<file path="config.mk">
export PLATFORM = sky130hd
export DESIGN_NAME = scq_master
export DESIGN_NICKNAME = d
export VERILOG_FILES = /design/src/verilog/scq_pkg.sv /design/src/verilog/scq_master.sv /design/src/verilog/scq_fifo.sv /design/src/verilog/scq_sync.sv
export SDC_FILE = /design/constraint.sdc
export NUM_CORES = 1
export LEC_CHECK = 0
export BUFFER_PORTS_ARGS = -buffer_cell sky130_fd_sc_hd__buf_2
export CORE_MARGIN = 4
export CORE_UTILIZATION = 60
export DETAILED_ROUTE_END_ITERATION = 12
export GPL_TIMING_DRIVEN = 0
export PLACE_DENSITY_LB_ADDON = 0.25
export SLEW_MARGIN = 20
export SYNTH_ARGS = -nofsm -noshare
export SYNTH_HDL_FRONTEND = slang
export SYNTH_SLANG_ARGS = --single-unit
export TNS_END_PERCENT = 10
</file>
<file path="constraint.sdc">
create_clock -name clock_in -period 6.8 [get_ports clock_in]
set_input_delay 1.02 -clock clock_in [delete_from_list [all_inputs] [get_ports clock_in]]
set_output_delay 1.02 -clock clock_in [all_outputs]
set_load 0.005 [all_outputs]
</file>
<file path="src/verilog/scq_pkg.sv">
// Package: constants for the two-wire bus master with command queue.
// Assumes nothing of its surroundings.
package scq_pkg;
    localparam int SCQ_PERIOD_CYCLES = 25;
    localparam int SCQ_SDA_DELAY_CYCLES = 5;
    localparam int SCQ_CMD_DEPTH = 16;
    localparam int SCQ_CMD_DEPTH_LOG2 = 4;
    localparam int SCQ_RSP_DEPTH = 16;
    localparam int SCQ_RSP_DEPTH_LOG2 = 4;
    localparam int SCQ_MIN_PERIOD = 4;
    localparam int SCQ_MIN_SDA_DELAY = 2;
    localparam int SCQ_MIN_DEPTH = 2;
    localparam int SCQ_CODE_W = 4;
    localparam int SCQ_BYTE_W = 8;
    localparam int SCQ_ENTRY_W = 12;
    localparam logic [3:0] SCQ_BITS_PER_BYTE = 4'h8;
    localparam logic [3:0] SCQ_CMD_RESET = 4'h0;
    localparam logic [3:0] SCQ_CMD_START = 4'h1;
    localparam logic [3:0] SCQ_CMD_STOP = 4'h2;
    localparam logic [3:0] SCQ_CMD_ADDR = 4'h3;
    localparam logic [3:0] SCQ_CMD_WDATA = 4'h4;
    localparam logic [3:0] SCQ_CMD_RDATA = 4'h5;
    localparam logic [3:0] SCQ_CMD_MASTER_ACK = 4'h6;
    localparam logic [3:0] SCQ_CMD_MASTER_NOTACK = 4'h7;
    localparam logic [3:0] SCQ_CMD_SLAVE_ACK_CYCLE = 4'h8;
    localparam logic [3:0] SCQ_RSP_READ = 4'h5;
    localparam logic [3:0] SCQ_RSP_ACK = 4'h8;
    localparam logic [7:0] SCQ_ACK_BYTE = 8'h00;
    localparam logic [7:0] SCQ_NOTACK_BYTE = 8'h01;
    typedef enum logic [2:0] {
        SCQ_IDLE = 3'h0,
        SCQ_FETCH = 3'h1,
        SCQ_START = 3'h2,
        SCQ_STOP = 3'h3,
        SCQ_BIT = 3'h4,
        SCQ_PUSH = 3'h5
    } scq_state_t;
endpackage

</file>
<file path="src/verilog/scq_master.sv">
// Single-master two-wire bus controller with command and response queues.
// Assumes external pull-ups on both lines and a host on the same clock.
`timescale 1ns/100ps
`default_nettype none
module scq_master
    import scq_pkg::*;
#(
    parameter int PERIOD_CYCLES = SCQ_PERIOD_CYCLES,
    parameter int SDA_DELAY_CYCLES = SCQ_SDA_DELAY_CYCLES,
    parameter int CMD_DEPTH = SCQ_CMD_DEPTH,
    parameter int CMD_DEPTH_LOG2 = SCQ_CMD_DEPTH_LOG2,
    parameter int RSP_DEPTH = SCQ_RSP_DEPTH,
    parameter int RSP_DEPTH_LOG2 = SCQ_RSP_DEPTH_LOG2
) (
    input wire logic clock_in,
    input wire logic rst_n_in,
    input wire logic enable_in,
    input wire logic [3:0] cmd_code_in,
    input wire logic [7:0] cmd_data_in,
    input wire logic cmd_valid_in,
    output logic cmd_ready_out,
    input wire logic scl_in,
    output logic scl_out,
    output logic scl_oe_out,
    input wire logic sda_in,
    output logic sda_out,
    output logic sda_oe_out,
    output logic [3:0] rsp_code_out,
    output logic [7:0] rsp_data_out,
    output logic rsp_valid_out,
    input wire logic rsp_ready_in,
    output logic busy_out
);
    localparam int HALF = PERIOD_CYCLES / 2;
    localparam int CW = $clog2(PERIOD_CYCLES + SDA_DELAY_CYCLES + 1);
    localparam logic [CW-1:0] PERIOD_LAST = CW'(PERIOD_CYCLES - 1);
    localparam logic [CW-1:0] HALF_AT = CW'(HALF);
    localparam logic [CW-1:0] DELAY_AT = CW'(SDA_DELAY_CYCLES);
    // Data is loaded one count early so it lands exactly the delay after the clock falls between bits of one command; a command's first bit lands later
    localparam logic [CW-1:0] SDA_AT = CW'(SDA_DELAY_CYCLES - 1);
    localparam logic [CW-1:0] SAMPLE_AT = CW'(HALF + (PERIOD_CYCLES - HALF) / 2);
    initial begin
        if (PERIOD_CYCLES < SCQ_MIN_PERIOD) begin
            $error("Clock period must be at least four cycles");
        end
        if (SDA_DELAY_CYCLES < SCQ_MIN_SDA_DELAY || SDA_DELAY_CYCLES >= HALF) begin
            $error("Data delay must be at least two and below half a period");
        end
        if (CMD_DEPTH < SCQ_MIN_DEPTH || RSP_DEPTH < SCQ_MIN_DEPTH) begin
            $error("Queue depths must be at least two");
        end
    end

    typedef struct packed {
        scq_state_t state;
        logic [CW-1:0] cnt;
        logic [3:0] bits;
        logic [3:0] code;
        logic [7:0] shift;
        logic owned;
        logic scl;
        logic sda;
        logic [3:0] rsp_code;
        logic [7:0] rsp_data;
        logic rsp_push;
    } scq_ctl_t;
    scq_ctl_t s_q;
    scq_ctl_t s_d;

    logic cmd_q_ready;
    logic cmd_q_valid;
    logic [SCQ_ENTRY_W-1:0] cmd_q_data;
    logic cmd_pop;
    logic rsp_q_ready;
    logic sda_sync;
    logic scl_sync;
    logic reset_cmd;

    // Command ready waits for room in both queues
    assign cmd_ready_out = cmd_q_ready && rsp_q_ready;
    assign cmd_pop = (s_q.state == SCQ_FETCH) && cmd_q_valid;
    assign reset_cmd = cmd_pop && (cmd_q_data[11:8] == SCQ_CMD_RESET);

    scq_fifo #(.WIDTH(SCQ_ENTRY_W), .DEPTH(CMD_DEPTH), .DEPTH_LOG2(CMD_DEPTH_LOG2)) u_cmd_fifo (
        .clock_in(clock_in),
        .rst_n_in(rst_n_in),
        .enable_in(enable_in),
        .clear_in(1'b0),
        .in_valid_in(cmd_valid_in && rsp_q_ready),
        .in_ready_out(cmd_q_ready),
        .in_data_in({cmd_code_in, cmd_data_in}),
        .out_valid_out(cmd_q_valid),
        .out_ready_in(cmd_pop),
        .out_data_out(cmd_q_data)
    );

    scq_fifo #(.WIDTH(SCQ_ENTRY_W), .DEPTH(RSP_DEPTH), .DEPTH_LOG2(RSP_DEPTH_LOG2)) u_rsp_fifo (
        .clock_in(clock_in),
        .rst_n_in(rst_n_in),
        .enable_in(enable_in),
        .clear_in(reset_cmd),
        .in_valid_in(s_q.rsp_push),
        .in_ready_out(rsp_q_ready),
        .in_data_in({s_q.rsp_code, s_q.rsp_data}),
        .out_valid_out(rsp_valid_out),
        .out_ready_in(rsp_ready_in),
        .out_data_out({rsp_code_out, rsp_data_out})
    );

    scq_sync u_sda_sync (
        .clock_in(clock_in),
        .rst_n_in(rst_n_in),
        .enable_in(enable_in),
        .async_in(sda_in),
        .sync_out(sda_sync)
    );

    scq_sync u_scl_sync (
        .clock_in(clock_in),
        .rst_n_in(rst_n_in),
        .enable_in(enable_in),
        .async_in(scl_in),
        .sync_out(scl_sync)
    );

    function automatic logic is_bit_cmd(input logic [3:0] c);
        is_bit_cmd = (c == SCQ_CMD_ADDR) || (c == SCQ_CMD_WDATA) || (c == SCQ_CMD_RDATA)
            || (c == SCQ_CMD_MASTER_ACK) || (c == SCQ_CMD_MASTER_NOTACK)
            || (c == SCQ_CMD_SLAVE_ACK_CYCLE);
    endfunction

    function automatic logic is_read_cmd(input logic [3:0] c);
        is_read_cmd = (c == SCQ_CMD_RDATA) || (c == SCQ_CMD_SLAVE_ACK_CYCLE);
    endfunction

    always_comb begin
        s_d = s_q;
        s_d.rsp_push = 1'b0;
        case (s_q.state)
            SCQ_IDLE: begin
                s_d.state = SCQ_FETCH;
            end
            SCQ_FETCH: begin
                if (cmd_q_valid) begin
                    s_d.code = cmd_q_data[11:8];
                    s_d.shift = cmd_q_data[7:0];
                    s_d.cnt = '0;
                    s_d.bits = '0;
                    case (cmd_q_data[11:8])
                        SCQ_CMD_RESET: begin
                            s_d.owned = 1'b0;
                            s_d.scl = 1'b1;
                            s_d.sda = 1'b1;
                            s_d.state = SCQ_IDLE;
                        end
                        SCQ_CMD_START: begin
                            s_d.owned = 1'b1;
                            s_d.state = SCQ_START;
                        end
                        SCQ_CMD_STOP: begin
                            s_d.owned = 1'b1;
                            s_d.state = SCQ_STOP;
                        end
                        default: begin
                            if (is_bit_cmd(cmd_q_data[11:8])) begin
                                s_d.owned = 1'b1;
                                s_d.state = SCQ_BIT;
                                if (cmd_q_data[11:8] == SCQ_CMD_MASTER_ACK) begin
                                    s_d.shift = 8'h00;
                                end else if (cmd_q_data[11:8] == SCQ_CMD_MASTER_NOTACK) begin
                                    s_d.shift = 8'hFF;
                                end else if (is_read_cmd(cmd_q_data[11:8])) begin
                                    s_d.shift = 8'hFF;
                                end
                            end
                            // Unknown codes only consume the entry
                        end
                    endcase
                end
            end
            SCQ_START: begin
                // Data high, clock high, then data falls; clock low at period end
                s_d.cnt = s_q.cnt + 1'b1;
                if (s_q.cnt == '0) begin
                    s_d.sda = 1'b1;
                end
                if (s_q.cnt == DELAY_AT) begin
                    s_d.scl = 1'b1;
                end
                if (s_q.cnt == HALF_AT) begin
                    s_d.sda = 1'b0;
                end
                if (s_q.cnt == PERIOD_LAST) begin
                    s_d.scl = 1'b0;
                    s_d.state = SCQ_FETCH;
                end
            end
            SCQ_STOP: begin
                // Data low, clock rises, then data rises with clock high
                s_d.cnt = s_q.cnt + 1'b1;
                if (s_q.cnt == '0) begin
                    s_d.scl = 1'b0;
                end
                if (s_q.cnt == DELAY_AT) begin
                    s_d.sda = 1'b0;
                end
                if (s_q.cnt == HALF_AT) begin
                    s_d.scl = 1'b1;
                end
                if (s_q.cnt == PERIOD_LAST) begin
                    s_d.sda = 1'b1;
                    s_d.state = SCQ_FETCH;
                end
            end
            SCQ_BIT: begin
                // Clock low first half, high second; data changes after delay
                s_d.cnt = s_q.cnt + 1'b1;
                if (s_q.cnt == '0) begin
                    s_d.scl = 1'b0;
                end
                if (s_q.cnt == SDA_AT) begin
                    s_d.sda = s_q.shift[7];
                end
                if (s_q.cnt == HALF_AT) begin
                    s_d.scl = 1'b1;
                end
                if (s_q.cnt == SAMPLE_AT) begin
                    s_d.rsp_data = {s_q.rsp_data[6:0], sda_sync};
                end
                if (s_q.cnt == PERIOD_LAST) begin
                    s_d.scl = 1'b0;
                    s_d.cnt = '0;
                    s_d.shift = {s_q.shift[6:0], 1'b1};
                    s_d.bits = s_q.bits + 1'b1;
                    if (s_q.code == SCQ_CMD_MASTER_ACK || s_q.code == SCQ_CMD_MASTER_NOTACK
                        || s_q.code == SCQ_CMD_SLAVE_ACK_CYCLE
                        || s_q.bits == SCQ_BITS_PER_BYTE - 4'h1) begin
                        s_d.state = is_read_cmd(s_q.code) ? SCQ_PUSH : SCQ_FETCH;
                    end
                end
            end
            SCQ_PUSH: begin
                s_d.rsp_push = 1'b1;
                if (s_q.code == SCQ_CMD_RDATA) begin
                    s_d.rsp_code = SCQ_RSP_READ;
                end else begin
                    s_d.rsp_code = SCQ_RSP_ACK;
                    s_d.rsp_data = s_q.rsp_data[0] ? SCQ_NOTACK_BYTE : SCQ_ACK_BYTE;
                end
                s_d.state = SCQ_FETCH;
            end
            default: begin
                s_d.state = SCQ_IDLE;
            end
        endcase
    end

    always_ff @(posedge clock_in or negedge rst_n_in) begin
        if (!rst_n_in) begin
            s_q <= '{state: SCQ_IDLE, cnt: '0, bits: 4'h0, code: 4'h0, shift: 8'h00,
                     owned: 1'b0, scl: 1'b1, sda: 1'b1, rsp_code: 4'h0,
                     rsp_data: 8'h00, rsp_push: 1'b0};
        end else if (enable_in) begin
            s_q <= s_d;
        end
    end

    // Open-drain drive: only a low is driven, a high releases the line
    assign scl_out = 1'b0;
    assign sda_out = 1'b0;
    assign scl_oe_out = s_q.owned && !s_q.scl;
    assign sda_oe_out = s_q.owned && !s_q.sda;
    assign busy_out = (s_q.state != SCQ_FETCH) && (s_q.state != SCQ_IDLE);
endmodule
`default_nettype wire

</file>
<file path="src/verilog/scq_fifo.sv">
// FIFO of flip-flops with valid/ready on both sides.
// Assumes one clock, active-low asynchronous reset, clock enable.
`timescale 1ns/100ps
`default_nettype none
module scq_fifo
    import scq_pkg::*;
#(
    parameter int WIDTH = SCQ_ENTRY_W,
    parameter int DEPTH = SCQ_CMD_DEPTH,
    parameter int DEPTH_LOG2 = SCQ_CMD_DEPTH_LOG2
) (
    input wire logic clock_in,
    input wire logic rst_n_in,
    input wire logic enable_in,
    input wire logic clear_in,
    input wire logic in_valid_in,
    output logic in_ready_out,
    input wire logic [WIDTH-1:0] in_data_in,
    output logic out_valid_out,
    input wire logic out_ready_in,
    output logic [WIDTH-1:0] out_data_out
);
    initial begin
        if (DEPTH < SCQ_MIN_DEPTH || (1 << DEPTH_LOG2) != DEPTH) begin
            $error("FIFO depth must be a power of two of at least two");
        end
    end
    typedef struct packed {
        logic [DEPTH-1:0][WIDTH-1:0] mem;
        logic [DEPTH_LOG2-1:0] wr;
        logic [DEPTH_LOG2-1:0] rd;
        logic [DEPTH_LOG2:0] count;
    } scq_fifo_state_t;
    scq_fifo_state_t s_q;
    scq_fifo_state_t s_d;
    logic push;
    logic pop;
    assign in_ready_out = (s_q.count != DEPTH[DEPTH_LOG2:0]);
    assign out_valid_out = (s_q.count != '0);
    assign out_data_out = s_q.mem[s_q.rd];
    assign push = in_valid_in && in_ready_out;
    assign pop = out_valid_out && out_ready_in;
    always_comb begin
        s_d = s_q;
        if (push) begin
            s_d.mem[s_q.wr] = in_data_in;
            s_d.wr = s_q.wr + 1'b1;
        end
        if (pop) begin
            s_d.rd = s_q.rd + 1'b1;
        end
        s_d.count = s_q.count + {{DEPTH_LOG2{1'b0}}, push} - {{DEPTH_LOG2{1'b0}}, pop};
        if (clear_in) begin
            s_d.wr = '0;
            s_d.rd = '0;
            s_d.count = '0;
        end
    end
    always_ff @(posedge clock_in or negedge rst_n_in) begin
        if (!rst_n_in) begin
            s_q <= '0;
        end else if (enable_in) begin
            s_q <= s_d;
        end
    end
endmodule
`default_nettype wire

</file>
<file path="src/verilog/scq_sync.sv">
// Two-flip-flop synchroniser for the bus line levels.
// Assumes asynchronous inputs, active-low reset; lines idle high.
`timescale 1ns/100ps
`default_nettype none
module scq_sync (
    input wire logic clock_in,
    input wire logic rst_n_in,
    input wire logic enable_in,
    input wire logic async_in,
    output logic sync_out
);
    typedef struct packed {
        logic first;
        logic second;
    } scq_sync_state_t;
    scq_sync_state_t s_q;
    scq_sync_state_t s_d;
    always_comb begin
        s_d.first = async_in;
        s_d.second = s_q.first;
    end
    always_ff @(posedge clock_in or negedge rst_n_in) begin
        if (!rst_n_in) begin
            s_q <= 2'h3;
        end else if (enable_in) begin
            s_q <= s_d;
        end
    end
    assign sync_out = s_q.second;
endmodule
`default_nettype wire

</file>
==> results by stage <==
Worst setup path:
- The endpoint class of the critical path is an output port.
- In this run the worst path has a maximum fanout of 10.
- STA puts the critical path data arrival time at 3.41 ns.
- The worst reg2reg path startpoint is u_rsp_fifo.s_q[2].
- The required time of the critical path is 5.78 ns.
- The category of the worst setup path launch point is a register.
- The register-to-register setup slack is 3.22 ns.
- By startpoint and endpoint, the worst setup path is classified as reg2out.
- The number of cells on the worst reg-to-reg path is 14.
- The endpoint identified for the worst register-to-register timing path is u_rsp_fifo.s_q[4].

Synthesis:
- The share of the Yosys chip area taken by registers is 52.8%.
- After Yosys synthesis, and, or, nand and nor cells account for 6.46% of the synthesized area.
- The area fraction of the dominant cell type after synthesis is 52.2%.
- The gate count after technology mapping is 1,431.
- The most used flip-flop cell after synthesis is dfrtp_1.
- The count of warnings emitted by yosys is 0.
- The count of distinct cell types in the synthesized netlist is 71.
- Counting flops with a built-in enable in the synthesized netlist gives 0.
- Sorting the synthesized cells by how often they occur yields dfrtp_1, mux2_2, nand2_1, mux4_2, o21ai_0.
- Sorting the synthesized cells by area gives the leading types as dfrtp_1, mux2_2, mux4_2.
- After Yosys synthesis, full adders, half adders and majority gates account for 1.91% of the synthesized area.
- The most numerous cell in the Yosys netlist is dfrtp_1.
- The mapped netlist covers 0.0198 mm^2.
- Synthesis inferred 418 register bits.
- Summing the areas of all compound-gate instances in the mapped netlist gives 4.17% of the synthesized area.
- For this run, asynchronously set or reset flops after synthesis account for 100%.
- The largest family of logic cells by synthesized area is multiplexers.
- Of the post-synthesis cell area, the part taken by muxes is 30.9%.
- The share of the synthesized netlist area taken by xor and xnor gates is 0.795%.
- The cell taking the most area after synthesis is dfrtp_1.
- The synthesized area per cell is 13.9 um^2.

Power and ir drop:
- IR analysis of the VDD net gives a maximum drop of 251 uV.
- Summed over all cells, the static leakage comes to 10.3 nW.
- The cell area power density is 415 mW/mm^2.
- Summing internal, switching and leakage power gives 9.24 mW.

Timing:
- The max-slew violation count is 0.
- The minimum clock period is 4.43 ns.
- At the pin with the least slew margin, the transition time is 1.05 ns.
- The relative slew slack is 30.0%.
- The number of hold-slack violations in the final timing report is 0.
- The final clock period utilization by the worst path is 65.2%.
- The final setup skew is 0.0243 ns.
- For this run, the top clock speed supported by timing is 0.226 GHz.
- Setup repair after global routing left no endpoint under its margin.
- Setup violations remaining at the end of the flow were counted as 0.
- Final hold analysis gives a worst-case slack of 0.344 ns.

Min path:
- The worst hold-check path type is in2async.

Routing:
- After detailed routing, the number of remaining DRC violations is 0.
- The number of iterations in the first detailed-routing pass is 5.
- Dividing the detail-routed wire length by the instance count gives 21.6 um.
- The post-detailed-routing wire length is 43.0 mm.
- The count of antenna-violating nets left after detailed routing is 0.
- For this block, the initial DRC count from the detailed router was 592.
- The routed layout has 12,000 vias.
- Dividing the detail-routed via count by the number of cells gives 6.02.

Clock tree:
- The clock net in this run drives a total of 418 sinks.
- The buffer count from post-CTS setup fixing is 0.
- The number of CTS-inserted buffers is 44.
- In this run, post-CTS repair resized a total of 0 instances.
- Clock-pin slew was measured on the worst setup and hold paths at 0.06 ns.
- The root buffer cell chosen for the clock tree is clkbuf_16.
- After clock tree synthesis, the flow added hold-fix buffers numbering 0.
- The H-tree generated during clock tree synthesis spans 2 levels.
- No sink is reached through more buffers than the 3 on the longest clock path.
- The later-pin clock latency in the skew report is 0.55 ns.
- TritonCTS built the clock tree.

Place:
- The detailed-placement wirelength estimate is 29.4 mm.
- The count of port buffers added during placement is 33.
- The area of placed instances is 0.0207 mm^2.
- The number of cells after detailed placement is 1,913.
- Routability-driven placement finished with a final weighted congestion of 0.837.

Run:
- Across the run, the number of max-cap violations was 0.

Global route:
- The via count of the first global-routing pass was 12,900.
- The global-route congestion overflow total is 0.
- The pin count of the biggest net entering global routing is 92.
- The initial antenna violation count came to 1.
- The first global-routing pass estimated 70.7 mm of wire.
- Global routing used 24.8% of the available tracks.

Outcome:
- The run finished with clean final reports.

Final layout:
- In the final layout, flip-flops and latches occupy 0.0105 mm^2.
- The multi-input combinational cells in the finished layout cover a total of 0.00878 mm^2.
- The number of standard cells in the layout, taps in and fillers out is 1,994.
- The area of all placed cells without fillers is 0.0223 mm^2.
- 0 antenna diodes ended up in the layout.
- In the final layout, the share of cells above drive strength 1 is 37.7%.
- The final layout net count is 1,565.
- The area added between synthesis and finish is 12.3%.
- The number of filler instances in the final layout is 2,360.
- The final core area utilization is 68.5%.

Floorplanning:
- The total area inside the core boundary comes to 0.0325 mm^2.
- The floorplan step defined a die boundary enclosing 0.0360 mm^2.
- The initialized floorplan defines 66 standard-cell rows.
- For this design the top-level I/O count stands at 38.
- The height of the die is 190 um.
- The horizontal die dimension is 190 um.
- The initial utilization of the core area, before any placement, comes to 60.9%.
==> routing by layer <==
layer / part of all wire [%] / GRT usage (%) / vias up
met3: 3.9 / 3.14 / 89
met1: 42 / 33.7 / 6288
li1: - / - / 5397
met2: 52 / 42.6 / 236
met5: 0.028 / 0 / -
met4: 2.9 / 7.46 / 2
==> worst max-delay path, cell delays in order, from the launching register on <==
cell and delay, ns:
dfrtp_1 0.36, clkbuf_1 0.36, buf_1 0.78, mux4_2 0.63, mux4_2 0.48, buf_4 0.14, buf_2 0.11
==> through the flow <==
step	setup WS, ns	TNS, ns
2_1_floorplan	3.42	0
3_3_place_gp	-3.36	-1373.77
3_5_place_dp	2.87	0
4_1_cts	2.29	0
5_1_grt	2.19	0
6_report	2.37	0
==> how the worst max path moves through the flow <==
stage / startpoint / end / slack [ns] / depth (start not counted)
2_1_floorplan: u_rsp_fifo.s_q[5] / rsp_code_out[2] / 3.42 / 5
5_1_grt: u_rsp_fifo.s_q[5] / rsp_code_out[2] / 2.19 / 6
4_1_cts: u_rsp_fifo.s_q[5] / rsp_code_out[2] / 2.29 / 6
3_3_place_gp: rst_n_in / u_cmd_fifo.s_q[39] / -3.36 / 1
3_5_place_dp: u_rsp_fifo.s_q[5] / rsp_code_out[2] / 2.87 / 6
6_report: u_rsp_fifo.s_q[5] / rsp_code_out[2] / 2.37 / 6
==> kinds of logic (layout without fill, tap and decap cells) <==
group	count (synthesis)	in the layout
simple gates	247	247
flops	418	418
mux	438	438
buf+inv	147	266
fa+ha+maj	29	29
xor+xnor	18	18
other cells	1	3
compound gates	133	133
==> power by group <==
part,internal (mW),switching (mW),leakage (nW)
registers,3.16,0.372,5.54
logic,1.58,1.58,4.02
clock network,1.57,0.973,0.779
total,6.31,2.93,10.3
==> state kept, by name, summed over array words and instances, names as in the netlist <==
name,cells
u_cmd_fifo.s_q,205
s_q,38
u_rsp_fifo.s_q,173
u_sda_sync.s_d,1
u_sda_sync.sync_out,1
==> layout by cell type, fill, tap and decap left out, types with 4 or more instances in the layout <==
cell | netlist | final
buf_1 | 33 | 33
dfstp_2 | 4 | 4
buf_16 | 0 | 5
a21oi_1 | 17 | 17
xnor2_1 | 11 | 11
mux2_2 | 324 | 324
nand2b_1 | 4 | 4
xor2_1 | 7 | 7
nor2_1 | 18 | 18
ha_1 | 27 | 27
clkbuf_8 | 0 | 13
a22oi_1 | 4 | 4
nand2_1 | 107 | 107
nand3_1 | 30 | 30
o31ai_1 | 5 | 5
dfrtp_1 | 414 | 414
o21ai_0 | 58 | 58
nand4_1 | 10 | 10
o22ai_1 | 6 | 6
mux2i_1 | 7 | 7
a211oi_1 | 4 | 4
inv_1 | 35 | 35
or4b_2 | 4 | 4
clkinv_2 | 0 | 7
nand3b_1 | 4 | 4
buf_2 | 20 | 52
clkbuf_1 | 54 | 62
clkbuf_16 | 0 | 46
nor3b_1 | 5 | 5
a31oi_1 | 11 | 11
buf_4 | 4 | 4
and2_1 | 21 | 21
mux4_2 | 106 | 106
o211ai_1 | 4 | 4
bufinv_16 | 0 | 5
nor2b_1 | 15 | 15
==> area by class of cell <==
| type | instances | area share (%) |
|---|---|---|
| sequential | 418 | 47.0 |
| multi-input combinational | 868 | 39.4 |
| clock buffer | 67 | 6.11 |
| tap | 442 | 2.48 |
| buffer | 112 | 2.10 |
| timing repair buffer | 38 | 1.40 |
| clock inverter | 14 | 0.944 |
| inverter | 35 | 0.590 |
No activity file was read; power rests on OpenSTA's default activity.
